$ cat config.mk
export PLATFORM = sky130hd
export DESIGN_NAME = dio_port
export DESIGN_NICKNAME = d
export VERILOG_FILES = /design/src/verilog/dio_pkg.sv /design/src/verilog/dio_filter.sv /design/src/verilog/dio_port.sv /design/src/verilog/dio_sync.sv
export SDC_FILE = /design/constraint.sdc
export NUM_CORES = 1
export LEC_CHECK = 0
export BUFFER_PORTS_ARGS = -buffer_cell sky130_fd_sc_hd__clkbuf_2
export CAP_MARGIN = 10
export CORE_ASPECT_RATIO = 0.9
export CORE_MARGIN = 2
export CORE_UTILIZATION = 34
export CTS_BUF_LIST = sky130_fd_sc_hd__clkbuf_4
export DETAILED_ROUTE_END_ITERATION = 8
export GPL_TIMING_DRIVEN = 0
export PLACE_DENSITY = 0.62
export SKIP_CTS_REPAIR_TIMING = 1
export SYNTH_ARGS = -nofsm -noshare
export SYNTH_HDL_FRONTEND = slang
export SYNTH_SLANG_ARGS = --single-unit
$ cat constraint.sdc
create_clock -name clk -period 3.55 [get_ports clk]
set_input_delay 0.355 -clock clk [delete_from_list [all_inputs] [get_ports clk]]
set_output_delay 0.355 -clock clk [all_outputs]
set_load 0.01 [all_outputs]
$ cat src/verilog/dio_pkg.sv
// package: constants, register map and filter timing for the digital io port
package dio_pkg;
    localparam int        DIO_NCH        = 16;
    localparam int        DIO_AW         = 4;
    localparam int        DIO_DW         = 32;
    // register word offsets
    localparam [3:0]      DIO_REG_IN     = 4'h0;
    localparam [3:0]      DIO_REG_OUT    = 4'h1;
    localparam [3:0]      DIO_REG_IEN    = 4'h2;
    localparam [3:0]      DIO_REG_EDGE   = 4'h3;
    localparam [3:0]      DIO_REG_STAT   = 4'h4;
    localparam [3:0]      DIO_REG_MASK   = 4'h5;
    localparam [3:0]      DIO_REG_FILT   = 4'h6;
    // reset values
    localparam [15:0]     DIO_OUT_RST    = 16'h0000;
    localparam [15:0]     DIO_ZERO16     = 16'h0000;
    localparam [15:0]     DIO_MASK_RST   = 16'hFFFF;
    localparam [31:0]     DIO_RD_UNMAP   = 32'h0000_0000;
    // filter: input must hold steady this long to be accepted
    localparam int        DIO_CLK_MHZ    = 250;
    localparam int        DIO_FILT_NS    = 100;
    localparam int        DIO_FILT_CYC   = (DIO_FILT_NS * DIO_CLK_MHZ) / 1000;
    localparam int        DIO_CW         = 8;
    localparam [7:0]      DIO_FILT_RST   = 8'(DIO_FILT_CYC);
    localparam [7:0]      DIO_CNT_ZERO   = 8'h00;
    localparam [7:0]      DIO_CNT_ONE    = 8'h01;
endpackage

$ cat src/verilog/dio_filter.sv
// file: per-bit stability filter rejecting noise and chatter
`timescale 1ns/1ps
module dio_filter
(
    // clock and reset
    input  wire logic                          clk,
    input  wire logic                          rst,
    // settle time in cycles, zero passes input straight
    input  wire logic [dio_pkg::DIO_CW-1:0]    settle,
    // data
    input  wire logic [dio_pkg::DIO_NCH-1:0]   d,
    output logic      [dio_pkg::DIO_NCH-1:0]   q
);
    import dio_pkg::*;

    logic [DIO_NCH-1:0] next_q;

    genvar g;
    generate
        for (g = 0; g < DIO_NCH; g = g + 1)
        begin : g_bit
            logic [DIO_CW-1:0] cnt;
            logic [DIO_CW-1:0] next_cnt;

            // a change must persist settle cycles before it is accepted
            always_comb
            begin
                next_cnt  = DIO_CNT_ZERO;
                next_q[g] = q[g];
                if (d[g] != q[g])
                begin
                    if (cnt + DIO_CNT_ONE >= settle)
                        next_q[g] = d[g];
                    else
                        next_cnt = cnt + DIO_CNT_ONE;
                end
            end

            always_ff @(posedge clk)
            begin
                if (rst)
                begin
                    cnt  <= DIO_CNT_ZERO;
                    q[g] <= 1'b1;
                end
                else
                begin
                    cnt  <= next_cnt;
                    q[g] <= next_q[g];
                end
            end
        end
    endgenerate
endmodule

$ cat src/verilog/dio_port.sv
// file: sixteen-in sixteen-out digital port with edge interrupts
//
// The placing of the registers and the strobed register port were left to the implementer.
`timescale 1ns/1ps

////////////////////////////////////////////////////////////////////////////////
module dio_port
(
    // clock and reset
    input  wire logic                          clk,
    input  wire logic                          rst,
    // register port
    input  wire logic [dio_pkg::DIO_AW-1:0]    addr,
    input  wire logic [dio_pkg::DIO_DW-1:0]    wdata,
    input  wire logic                          wr,
    input  wire logic                          rd,
    output logic      [dio_pkg::DIO_DW-1:0]    rdata,
    // interrupt
    output logic                               irq,
    // input pins
    input  wire logic [dio_pkg::DIO_NCH-1:0]   in_pin,
    // open-collector output pins
    output logic      [dio_pkg::DIO_NCH-1:0]   out_pin_o,
    output logic      [dio_pkg::DIO_NCH-1:0]   out_pin_oe
);
    import dio_pkg::*;

    ////////////////////////////////////////////////////////////////////////////
    // input path

    logic [DIO_NCH-1:0] in_sync;
    logic [DIO_NCH-1:0] in_filt;
    logic [DIO_CW-1:0]  filt_set;

    dio_sync u_sync
    (
        .clk (clk),
        .rst (rst),
        .d   (in_pin),
        .q   (in_sync)
    );

    dio_filter u_filt
    (
        .clk    (clk),
        .rst    (rst),
        .settle (filt_set),
        .d      (in_sync),
        .q      (in_filt)
    );

    // data view: low pin reads 1
    logic [DIO_NCH-1:0] in_data;
    assign in_data = ~in_filt;

    ////////////////////////////////////////////////////////////////////////////
    // registers

    logic [DIO_NCH-1:0] out_reg;
    logic [DIO_NCH-1:0] ien;
    logic [DIO_NCH-1:0] edge_sel;
    logic [DIO_NCH-1:0] stat;
    logic [DIO_NCH-1:0] mask;
    logic [DIO_NCH-1:0] in_prev;
    logic [DIO_NCH-1:0] next_out_reg;
    logic [DIO_NCH-1:0] next_ien;
    logic [DIO_NCH-1:0] next_edge_sel;
    logic [DIO_NCH-1:0] next_stat;
    logic [DIO_NCH-1:0] next_mask;
    logic [DIO_NCH-1:0] next_in_prev;
    logic [DIO_CW-1:0]  next_filt_set;
    logic [DIO_DW-1:0]  next_rdata;
    logic               next_irq;
    logic [DIO_NCH-1:0] rise_pin;
    logic [DIO_NCH-1:0] fall_pin;
    logic [DIO_NCH-1:0] evt;

    always_comb
    begin
        // edge_sel 1: pin low-to-high, 0: pin high-to-low
        rise_pin = in_filt & ~in_prev;
        fall_pin = ~in_filt & in_prev;
        evt      = ((edge_sel & rise_pin) | (~edge_sel & fall_pin))
                   & ien;

        next_out_reg  = out_reg;
        next_ien      = ien;
        next_edge_sel = edge_sel;
        next_mask     = mask;
        next_filt_set = filt_set;
        next_in_prev  = in_filt;
        next_stat     = stat;
        next_rdata    = DIO_RD_UNMAP;

        if (wr)
        begin
            if (addr == DIO_REG_OUT)
                next_out_reg = wdata[DIO_NCH-1:0];
            else if (addr == DIO_REG_IEN)
                next_ien = wdata[DIO_NCH-1:0];
            else if (addr == DIO_REG_EDGE)
                next_edge_sel = wdata[DIO_NCH-1:0];
            else if (addr == DIO_REG_MASK)
                next_mask = wdata[DIO_NCH-1:0];
            else if (addr == DIO_REG_FILT)
                next_filt_set = wdata[DIO_CW-1:0];
        end

        if (rd)
        begin
            if (addr == DIO_REG_IN)
                next_rdata = {DIO_ZERO16, in_data};
            else if (addr == DIO_REG_OUT)
                next_rdata = {DIO_ZERO16, out_reg};
            else if (addr == DIO_REG_IEN)
                next_rdata = {DIO_ZERO16, ien};
            else if (addr == DIO_REG_EDGE)
                next_rdata = {DIO_ZERO16, edge_sel};
            else if (addr == DIO_REG_STAT)
            begin
                next_rdata = {DIO_ZERO16, stat};
                next_stat  = DIO_ZERO16; // read clears
            end
            else if (addr == DIO_REG_MASK)
                next_rdata = {DIO_ZERO16, mask};
            else if (addr == DIO_REG_FILT)
                next_rdata = {24'h000000, filt_set};
        end

        // set wins over the read clear in the same cycle
        next_stat = next_stat | evt;
        // one level line for all sources
        next_irq  = |(next_stat & ~next_mask);
    end

    always_ff @(posedge clk)
    begin
        if (rst)
        begin
            out_reg  <= DIO_OUT_RST;
            ien      <= DIO_ZERO16;
            edge_sel <= DIO_ZERO16;
            mask     <= DIO_MASK_RST;
            filt_set <= DIO_FILT_RST;
            in_prev  <= {DIO_NCH{1'b1}};
            stat     <= DIO_ZERO16;
            rdata    <= DIO_RD_UNMAP;
            irq      <= 1'b0;
        end
        else
        begin
            out_reg  <= next_out_reg;
            ien      <= next_ien;
            edge_sel <= next_edge_sel;
            mask     <= next_mask;
            filt_set <= next_filt_set;
            in_prev  <= next_in_prev;
            stat     <= next_stat;
            rdata    <= next_rdata;
            irq      <= next_irq;
        end
    end

    ////////////////////////////////////////////////////////////////////////////
    // open-collector drive: only ever pulls low, pull-up is external

    logic [DIO_NCH-1:0] next_oe;

    always_comb
    begin
        next_oe = next_out_reg;
    end

    always_ff @(posedge clk)
    begin
        if (rst)
        begin
            out_pin_oe <= DIO_OUT_RST;
            out_pin_o  <= DIO_ZERO16;
        end
        else
        begin
            out_pin_oe <= next_oe;
            out_pin_o  <= DIO_ZERO16;
        end
    end
endmodule

$ cat src/verilog/dio_sync.sv
// file: two-flop synchroniser for the input pins
`timescale 1ns/1ps
module dio_sync
(
    // clock and reset
    input  wire logic                          clk,
    input  wire logic                          rst,
    // data
    input  wire logic [dio_pkg::DIO_NCH-1:0]   d,
    output logic      [dio_pkg::DIO_NCH-1:0]   q
);
    import dio_pkg::*;

    logic [DIO_NCH-1:0] meta;
    logic [DIO_NCH-1:0] next_meta;
    logic [DIO_NCH-1:0] next_q;

    always_comb
    begin
        next_meta = d;
        next_q    = meta;
    end

    // pins idle high when pulled up
    always_ff @(posedge clk)
    begin
        if (rst)
        begin
            meta <= {DIO_NCH{1'b1}};
            q    <= {DIO_NCH{1'b1}};
        end
        else
        begin
            meta <= next_meta;
            q    <= next_q;
        end
    end
endmodule
==> flow_summary.json, run 1 <==
{
  "crit_arrival_ps": 3340,
  "worst-path-buf-inv": 1,
  "finish.instance_area_sq_mm": 0.0172,
  "synth_seq_cells": 297,
  "yosys.area.top_type": "dfxtp_1",
  "vdd_drop_max_mv": 0.218,
  "worst_slack_ps": 821,
  "die_w_um": 223,
  "synth_edf_count": 0,
  "multi_input_area_sq_mm": 0.00827,
  "cts_root_buf": "clkbuf_4",
  "grt_usage": 0.180,
  "hold_path.class": "in2reg",
  "status": "finished clean",
  "synth_common_cells": "dfxtp_1 (297), nand2_1 (177), ha_1 (144)",
  "diodes": 0,
  "grt_pass1_vias": 11843,
  "routabilityCongestion": 0.886,
  "avgSynthCellArea_sq_um": 9.05,
  "endpoint_kind": "flop",
  "finalCritPeriodShare": 0.769,
  "hpwl_um": 28100,
  "cts_tree": "done",
  "clockBufferDepth": 3,
  "yosys.area.top_type_share": 0.405,
  "fin_nets": 2035,
  "first_pass_iters": 7,
  "final_cell_count_no_fill": 2441,
  "worst-setup-path-type": "reg2reg",
  "tightest_slew_ps": 1190,
  "fillers": 4241,
  "maxCapViolations": 0,
  "slowest_delay_ps": 820,
  "ys_top_cells_by_area": "dfxtp_1 (41%), ha_1 (12%), nor2b_1 (5.0%), nand2_1 (4.5%), a21oi_1 (4.0%)",
  "dp_slack_ps": 546,
  "numPortBuffers": 68,
  "wl_per_cell_um": 16.5,
  "drive_gt1_frac": 0.150,
  "route.detailed.drc": 0,
  "area_growth_pct": 16.9,
  "htreeDepth": 3,
  "finalHoldViolCount": 0,
  "report.final.slew_viol_count": 0,
  "place_inst": 2276,
  "netlist_area_sq_mm": 0.0147,
  "clk_pin_slew_ps": 60,
  "cp.required_ps": 4170,
  "grt_max_degree": 19,
  "routed_wl_um": 40300,
  "finClkSkew_ps": 56.6,
  "p_leak_uw": 0.00739,
  "grt_first_pass_wirelength_um": 63000,
  "crit_chain": "inv_1 > ha_1 > a21o_1 > a21oi_1 > o21ai_0 > a2111o_1 > nor2b_1",
  "clock-sinks": 297,
  "antenna_found_initial": 1,
  "synth_ff_type": "dfxtp_1",
  "path_delay_family": "compound AO/OA/AOI/OAI gates",
  "async_flop_share": 0,
  "tns_ps": 0,
  "period_needed_ps": 2730,
  "drtAntennaViolNets": 0,
  "drt_iter0_markers": 702,
  "core_sq_mm": 0.0428,
  "start_util": 0.343,
  "numCtsBuffers": 79,
  "seq_area_sq_mm": 0.00595,
  "setup_violations": 0,
  "placed_cell_area_sq_mm": 0.0158,
  "clock_latency_ps": 730,
  "syn_inst": 1622,
  "via_per_inst": 4.89,
  "grt_overflow": 0,
  "critPathMaxFanout": 16,
  "rows": 72,
  "max_slew_margin": 0.206,
  "vias": 11933,
  "io_pins": 121,
  "grt_setup_unrepaired": "no",
  "ys_warn_count": 0,
  "dieArea_sq_mm": 0.0449,
  "power_density_mw_per_mm2": 398,
  "synth.most_common_cell": "dfxtp_1",
  "slowest_stage": "inv_1",
  "max_freq_mhz": 366,
  "rrSetupSlack_ps": 820,
  "yosysUniqueCellTypes": 45,
  "start_kind": "flop",
  "ys_seq_area_frac": 0.405,
  "die_y_um": 201,
  "holdWs_ps": 64.6
}
[placed cells by master (no fill, tap or decap), drive strengths merged, types with 12 or more instances in the layout]
master | Yosys | layout
or2 | 39 | 39
nand2 | 178 | 178
nand2b | 50 | 50
o211ai | 22 | 22
conb | 1 | 32
dlygate4sd3 | 0 | 32
a211oi | 21 | 21
clkbuf | 33 | 221
inv | 34 | 36
nand3 | 67 | 67
xor2 | 48 | 48
buf | 45 | 46
mux2i | 42 | 42
and3 | 21 | 21
nor2b | 117 | 117
xnor2 | 64 | 64
nor2 | 119 | 119
ha | 144 | 144
o21a | 23 | 23
a21o | 33 | 33
dfxtp | 297 | 297
a21oi | 117 | 117
a22o | 19 | 19
o22ai | 18 | 18
o21ai | 32 | 32
a22oi | 12 | 12
[flip-flops by register name (all words and copies together), names as in the netlist]
| signal | count |
|---|---|
| u_sync.meta | 16 |
| filt_set | 8 |
| edge_sel | 16 |
| mask | 16 |
| u_filt.g_bit.cnt | 128 |
| irq | 1 |
| in_prev | 16 |
| out_pin_oe | 16 |
| stat | 16 |
| u_sync.q | 16 |
| u_filt.q | 16 |
| rdata | 16 |
| ien | 16 |
[worst reg2reg max path, cell delays in order (launching register included)]
cell	delay, ps
dfxtp_1	330
inv_1	820
ha_1	400
a21o_1	160
a21oi_1	150
o21ai_0	140
a2111o_1	510
nor2b_1	160
[kinds of logic after synthesis]
logic type	after synthesis	share of synthesized area
and+or+nand+nor	602	0.202
AOI/OAI and AO/OA	312	0.135
DFF	297	0.405
adders and majority gates	144	0.123
xor gates and xnor gates	112	0.0668
buffers and inverters	112	0.0398
muxes	42	0.0286
other	1	0.000255
[routing by layer]
layer / GRT usage / wire length (um) / vias up / part of all wire
li1: - / - / 5983 / -
met1: 0.223 / 18300 / 5545 / 0.45
met5: 0 / 0 / - / 0
met3: 0.0418 / 2240 / 100 / 0.056
met4: 0.0837 / 1570 / 0 / 0.039
met2: 0.295 / 18300 / 305 / 0.45
[final cells by class]
type | instances | share of cell area
inverter | 34 | 0.00743
timing repair buffer | 101 | 0.0401
multi-input combinational | 1244 | 0.482
buffer | 78 | 0.0266
clock buffer | 120 | 0.0525
tap | 555 | 0.0405
clock inverter | 12 | 0.00467
sequential | 297 | 0.346
[where the power goes]
part           switching, uW  internal (uW)  total [uW]
clock network           1420           1600        3020
logic                    247            162         409
registers               27.0           3370        3400
[through the flow]
stage / util / power (uW)
after floorplan: - / 3700
final: 0.401 / 6830
after detailed placement: 0.370 / 3850
after global routing: 0.401 / 7130
after global placement: 0.370 / 3840
after CTS: 0.393 / 6880
[worst paths after layout]
path	startpoint	end	cells past startpoint
setup / recovery	filt_set[1]$_SDFFE_PP0P_	u_filt.g_bit[0].cnt[3]$_SDFF_PP0_	7
hold / removal	addr[3]	edge_sel[15]$_SDFFE_PP0P_	4
setup reg to reg	filt_set[1]$_SDFFE_PP0P_	u_filt.g_bit[0].cnt[3]$_SDFF_PP0_	7
hold reg to reg	u_sync.meta[6]$_SDFF_PP1_	u_sync.q[6]$_SDFF_PP1_	1
(Power assumes the default switching activity.)
==> run 2: changes to the inputs <==
- PLACE_DENSITY: 0.62 -> 0.64
- clock period: 3.55 -> 2.2 ns (I/O delays scaled with it)
==> run 2 against run 1 <==
  * The run now ends with setup timing left
  * Die area did not move
  * Sequential power increased by 61%
  * Global-route usage increased by 0.092 points
  * Count of clock-buffer cells in the layout grew 2
  * Wire length rose by 1.8%
  * Critical path depth rose by 2
  * Clock skew rose by 19 ps
  * Design area up 5.3%
  * Sequential share of layout area fell by 1.4 points
  * Critical path type unchanged
  * Largest cell class unchanged
  * Largest power group unchanged
  * Highest routed layer unchanged
==> flow_summary.json, run 2 (same netlist as run 1, synthesis figures left out) <==
{
  "wl_per_cell_um": 16.5,
  "htreeDepth": 3,
  "worst-setup-path-type": "reg2reg",
  "finalCritPeriodShare": 1.00,
  "grt_overflow": 0,
  "cts_tree": "done",
  "max_freq_mhz": 453,
  "io_pins": 121,
  "largest_register_ffs": 128,
  "hpwl_um": 28300,
  "clk_pin_slew_ps": 60,
  "start_util": 0.343,
  "antenna_found_initial": 1,
  "status": "finished with violations",
  "tns_ps": -7.47,
  "die_w_um": 223,
  "drt_iter0_markers": 708,
  "grt_first_pass_wirelength_um": 63600,
  "grt_setup_unrepaired": "yes",
  "p_leak_uw": 0.00776,
  "routed_wl_um": 41100,
  "slowest_delay_ps": 540,
  "critPathMaxFanout": 8,
  "clock-sinks": 297,
  "drtAntennaViolNets": 0,
  "cts_root_buf": "clkbuf_4",
  "numCtsBuffers": 80,
  "grt_pass1_vias": 12005,
  "holdWs_ps": 43.2,
  "tightest_slew_ps": 831,
  "final_cell_mix": "dfxtp_1 (274), nand2_1 (177), ha_1 (132), clkbuf_4 (122), nor2_1 (116)",
  "finClkSkew_ps": 75.2,
  "die_y_um": 201,
  "top_register": "u_filt.g_bit.cnt",
  "report.final.slew_viol_count": 0,
  "rows": 72,
  "period_needed_ps": 2210,
  "setup_violations": 1,
  "finish.instance_area_sq_mm": 0.0181,
  "crit_arrival_ps": 2850,
  "vdd_drop_max_mv": 0.288,
  "area_growth_pct": 23.1,
  "drive_gt1_frac": 0.214,
  "final_cell_count_no_fill": 2486,
  "numPortBuffers": 68,
  "grt_usage": 0.180,
  "dieArea_sq_mm": 0.0449,
  "fin_nets": 2076,
  "finalHoldViolCount": 0,
  "start_kind": "flop",
  "crit_chain": "ha_4 > nand3_4 > xnor2_2 > ha_1 > a21o_1 > a21oi_1 > o21ai_1 > a2111o_1 > nor2b_1",
  "max_slew_margin": 0.443,
  "routabilityCongestion": 0.906,
  "power_density_mw_per_mm2": 628,
  "place_inst": 2278,
  "clock_latency_ps": 750,
  "hold_path.class": "in2reg",
  "first_pass_iters": 5,
  "endpoint_kind": "flop",
  "diodes": 0,
  "via_per_inst": 4.92,
  "cp.required_ps": 2840,
  "final_util": 0.422,
  "route.detailed.drc": 0,
  "grt_max_degree": 18,
  "clockBufferDepth": 3,
  "worst_slack_ps": -7.47,
  "vias": 12224,
  "core_sq_mm": 0.0428,
  "placed_cell_area_sq_mm": 0.0159,
  "slowest_stage": "a2111o_1",
  "layout_commonest_cell": "dfxtp_1",
  "violations": "setup timing",
  "maxCapViolations": 0
}
## run 2: cell types whose count changed in the layout (fill, tap and decap cells not counted), sizes merged
cell / previous run / this run
buf: 46 / 83
bufinv: 1 / 3
clkbuf: 221 / 223
clkinv: 8 / 10
clkinvlp: 1 / 8
dlygate4sd3: 32 / 35
inv: 36 / 28
## run 2: area by class of cell
type                    instances  area [sq um]
repair buffers                141          1070
clock inverters                15           149
inverters                      34           154
clock buffers                 122           916
plain buffers                  78           457
fillers                      4160         24700
flip-flops and latches        297          6000
multi-input cells            1244          8630
well taps                     555           694
## run 2: path summary, 6_finish.rpt
check	cells after the start	from	endpoint	slack [ps]
worst min-delay path	5	addr[3]	rdata[6]$_SDFF_PP0_	40
worst max-delay path	9	u_filt.g_bit[0].cnt[1]$_SDFF_PP0_	u_filt.g_bit[0].cnt[3]$_SDFF_PP0_	-7
worst min register to register	1	u_sync.meta[4]$_SDFF_PP1_	u_sync.q[4]$_SDFF_PP1_	410
worst max register to register	9	u_filt.g_bit[0].cnt[1]$_SDFF_PP0_	u_filt.g_bit[0].cnt[3]$_SDFF_PP0_	-7
## run 2: through the flow
stage / setup slack (ps) / power (uW)
final: -7.47 / 11400
after global routing: -158 / 11800
after CTS: -530 / 11400
after detailed placement: -516 / 6210
after global placement: -748 / 6190
after floorplan: 112 / 5970
## run 2: report_power, final
group          leakage, uW  internal (uW)  switching [uW]  total [uW]
registers          0.00242           5430            45.5        5480
logic              0.00471            286             404         690
clock network     0.000629           2860            2330        5190
total              0.00776           8580            2780       11400
## run 2: critical path: cells and delay by family, from the launching register on
kind            cells  cell delay [ps]
compound gates      4              890
xor+xnor            1              160
fa+ha+maj           2              480
flops               1              370
simple gates        2              240
## run 2: layer usage
metal  GRT usage  routed length (um)
met1       0.226               18100
met2       0.297               19100
met3      0.0410                2380
met4      0.0798                1450
met5           0                   0
==> run 3: changes to the inputs <==
- ABC_AREA: unset -> 1
- SKIP_LAST_GASP: unset -> 1
==> run 3 against run 2 <==
  * The flow still finishes with violations (setup timing)
  * Die area rose by 0.61%
  * Count of clock-buffer cells in the layout fell by 14
  * Wire length rose by 7.9%
  * Sequential power barely moved
  * Clock power fell by 7.9%
  * Sequential share of layout area fell by 1.6 points
  * Sequential cell count did not move
  * Non-clock buffer count rose by 47
  * Critical endpoint is now u_filt.g_bit[9].cnt[2]$_SDFF_PP0_
  * Largest power group unchanged
  * Highest routed layer unchanged
==> flow_summary.json, run 3 <==
{
  "crit_chain": "nand3_4 > nand3b_1 > nand3b_1 > xor2_2 > inv_2 > ha_4 > nand2_4 > nor2_4 > nand4_1 > nand4_1 > buf_6 > nor2_1",
  "syn_inst": 1858,
  "critical_path.endpoint": "u_filt.g_bit[9].cnt[2]$_SDFF_PP0_",
  "placed_cell_area_sq_mm": 0.0159,
  "rrSetupSlack_ps": -50,
  "p_seq_frac": 0.497,
  "cts_tree": "done",
  "grt_max_degree": 19,
  "critPathMaxFanout": 8,
  "clock-sinks": 297,
  "synth_top_family_by_area": "simple AND/OR/NAND/NOR gates",
  "via_per_inst": 4.98,
  "finish.instance_area_sq_mm": 0.0191,
  "r2r_cells": 12,
  "clk_pin_slew_ps": 60,
  "rows": 72,
  "yosys.area.top_type_share": 0.403,
  "layout_commonest_cell": "nand2_1",
  "synth_edf_count": 0,
  "worst-setup-path-type": "reg2reg",
  "clock_power_share": 0.434,
  "hpwl_um": 29100,
  "grt_first_pass_wirelength_um": 65300,
  "cts_root_buf": "clkbuf_4",
  "die_y_um": 202,
  "grt_usage": 0.183,
  "crit_arrival_ps": 2860,
  "timing.rr.end": "u_filt.g_bit[9].cnt[2]$_SDFF_PP0_",
  "dieArea_sq_mm": 0.0451,
  "yosys.area_share.xor_xnor": 0.0569,
  "worst_slack_ps": -48.5,
  "route.detailed.drc": 0,
  "max_freq_mhz": 445,
  "timing.rr.start": "u_filt.g_bit[9].cnt[0]$_SDFF_PP0_",
  "start_util": 0.344,
  "synthSimpleGateAreaFrac": 0.220,
  "wl_per_cell_um": 16.0,
  "violations": "setup timing",
  "drive_gt1_frac": 0.263,
  "avgSynthCellArea_sq_um": 7.95,
  "routabilityCongestion": 0.920,
  "slowest_stage": "dfxtp_4",
  "synthAdderAreaFrac": 0.122,
  "fin_nets": 2364,
  "clock_latency_ps": 760,
  "grt_setup_unrepaired": "yes",
  "vdd_drop_max_mv": 0.356,
  "core_sq_mm": 0.0429,
  "async_flop_share": 0,
  "report.final.slew_viol_count": 0,
  "finalCritPeriodShare": 1.02,
  "synth_common_cells": "dfxtp_1 (297), nand2_1 (295), inv_1 (218)",
  "top_register": "u_filt.g_bit.cnt",
  "startpoint": "u_filt.g_bit[9].cnt[0]$_SDFF_PP0_",
  "status": "finished with violations",
  "routed_wl_um": 44300,
  "io_pins": 121,
  "maxCapViolations": 0,
  "power_density_mw_per_mm2": 577,
  "netlist_area_sq_mm": 0.0148,
  "finalHoldViolCount": 0,
  "max_slew_margin": 0.353,
  "htreeDepth": 3,
  "ys_warn_count": 0,
  "synth_ff_type": "dfxtp_1",
  "grt_pass1_vias": 12828,
  "p_leak_uw": 0.00900,
  "holdWs_ps": 3.90,
  "largest_register_ffs": 128,
  "tightest_slew_ps": 970,
  "yosys.area.top_type": "dfxtp_1",
  "ys_seq_area_frac": 0.403,
  "die_w_um": 224,
  "period_needed_ps": 2250,
  "vias": 13828,
  "drt_iter0_markers": 1120,
  "synth_compound_area_frac": 0.113,
  "power_switching_uw": 2910,
  "cp.required_ps": 2810,
  "endpoint_kind": "flop",
  "final_cell_mix": "nand2_1 (281), dfxtp_1 (251), inv_1 (201), a21oi_1 (166), ha_1 (113)",
  "setup_violations": 12,
  "synth_seq_cells": 297,
  "finClkSkew_ps": 54.8,
  "yosysUniqueCellTypes": 31,
  "start_kind": "flop",
  "drtAntennaViolNets": 0,
  "slowest_delay_ps": 380,
  "grt_overflow": 0,
  "combPwrFrac": 0.070,
  "swShare": 0.263,
  "area_growth_pct": 29.5,
  "clockBufferDepth": 3,
  "numPortBuffers": 72,
  "antenna_found_initial": 3,
  "synth_mux_area_frac": 0,
  "first_pass_iters": 5,
  "cell_internal_pwr_uw": 8120,
  "numCtsBuffers": 80,
  "ys_top_cells_by_area": "dfxtp_1 (40%), ha_1 (12%), nand2_1 (7.5%), a21oi_1 (6.2%), xor2_1 (5.7%)",
  "hold_path.class": "in2reg",
  "synth.most_common_cell": "dfxtp_1"
}
[run 3: changes by cell type after synthesis, sizes merged, moves of 53 or more]
cell | previous run | this run
a21oi | 117 | 183
inv | 34 | 221
nor2b | 117 | 0
xnor2 | 64 | 0
nand2 | 178 | 295
o21ai | 32 | 85
nand3 | 67 | 135
[run 3: worst max-delay path: cells and delay by family, from the launching register on]
family | cells | cell delay (ps)
xor+xnor | 1 | 250
fa+ha+maj | 1 | 280
buf+inv | 2 | 240
flops | 1 | 380
simple gates | 8 | 940
[run 3: power by group through the flow]
stage               logic, uW  registers, uW  clock network (uW)
CTS                       611           5490                4870
global route              835           5480                5150
global placement          595           5610                   0
detailed placement        608           5610                   0
floorplan                 372           5600                   0
finish                    769           5480                4780
[run 3: layout make-up]
cell class              count  area [sq um]
repair buffers            193          1500
fillers                  4153         23800
inverters                 221           856
multi-input cells        1298          8640
well taps                 555           694
flip-flops and latches    297          6040
clock buffers             108           811
diodes                      1          2.50
plain buffers              73           432
clock inverters            30           145
[run 3: how the worst min path moves through the flow]
stage | from | to | slack (ps) | cells past startpoint
finish | addr[3] | mask[15]$_SDFF_PP1_ | 4 | 5
global route | addr[3] | mask[15]$_SDFF_PP1_ | 40 | 5
CTS | in_pin[14] | u_sync.meta[14]$_SDFF_PP1_ | -380 | 2
detailed placement | u_sync.meta[14]$_SDFF_PP1_ | u_sync.q[14]$_SDFF_PP1_ | 400 | 1
global placement | u_sync.meta[0]$_SDFF_PP1_ | u_sync.q[0]$_SDFF_PP1_ | 390 | 1
floorplan | in_pin[0] | u_sync.meta[0]$_SDFF_PP1_ | 320 | 1
[run 3: cells by family after synthesis]
group,Yosys count
simple gates,714
flops,297
compound gates,312
xor+xnor,96
buf+inv,294
other cells,1
fa+ha+maj,144
[run 3: metrics by stage]
| stage | util | setup WS [ps] | setup TNS [ps] | cells | power [uW] |
|---|---|---|---|---|---|
| 6_report | 0.446 | -48.5 | -217 | 2776 | 11000 |
| 5_1_grt | 0.446 | -166 | -11290 | 2776 | 11500 |
| 4_1_cts | 0.394 | -272 | -28070 | 2654 | 11000 |
| 3_5_place_dp | 0.372 | -271 | -27770 | 2516 | 6220 |
| 3_3_place_gp | 0.372 | -171 | -16270 | 2516 | 6200 |
| 2_1_floorplan | - | 127 | 0 | 1889 | 5970 |
[run 3: per-layer routing]
metal  up-vias  track usage  part of all wire  routed length (um)
met5         -            0                 0                   0
met4         0       0.0807             0.036                1610
met3       123       0.0386             0.079                3480
met2       484        0.294              0.47               20600
met1      6459        0.236              0.42               18600
li1       6762            -                 -                   -
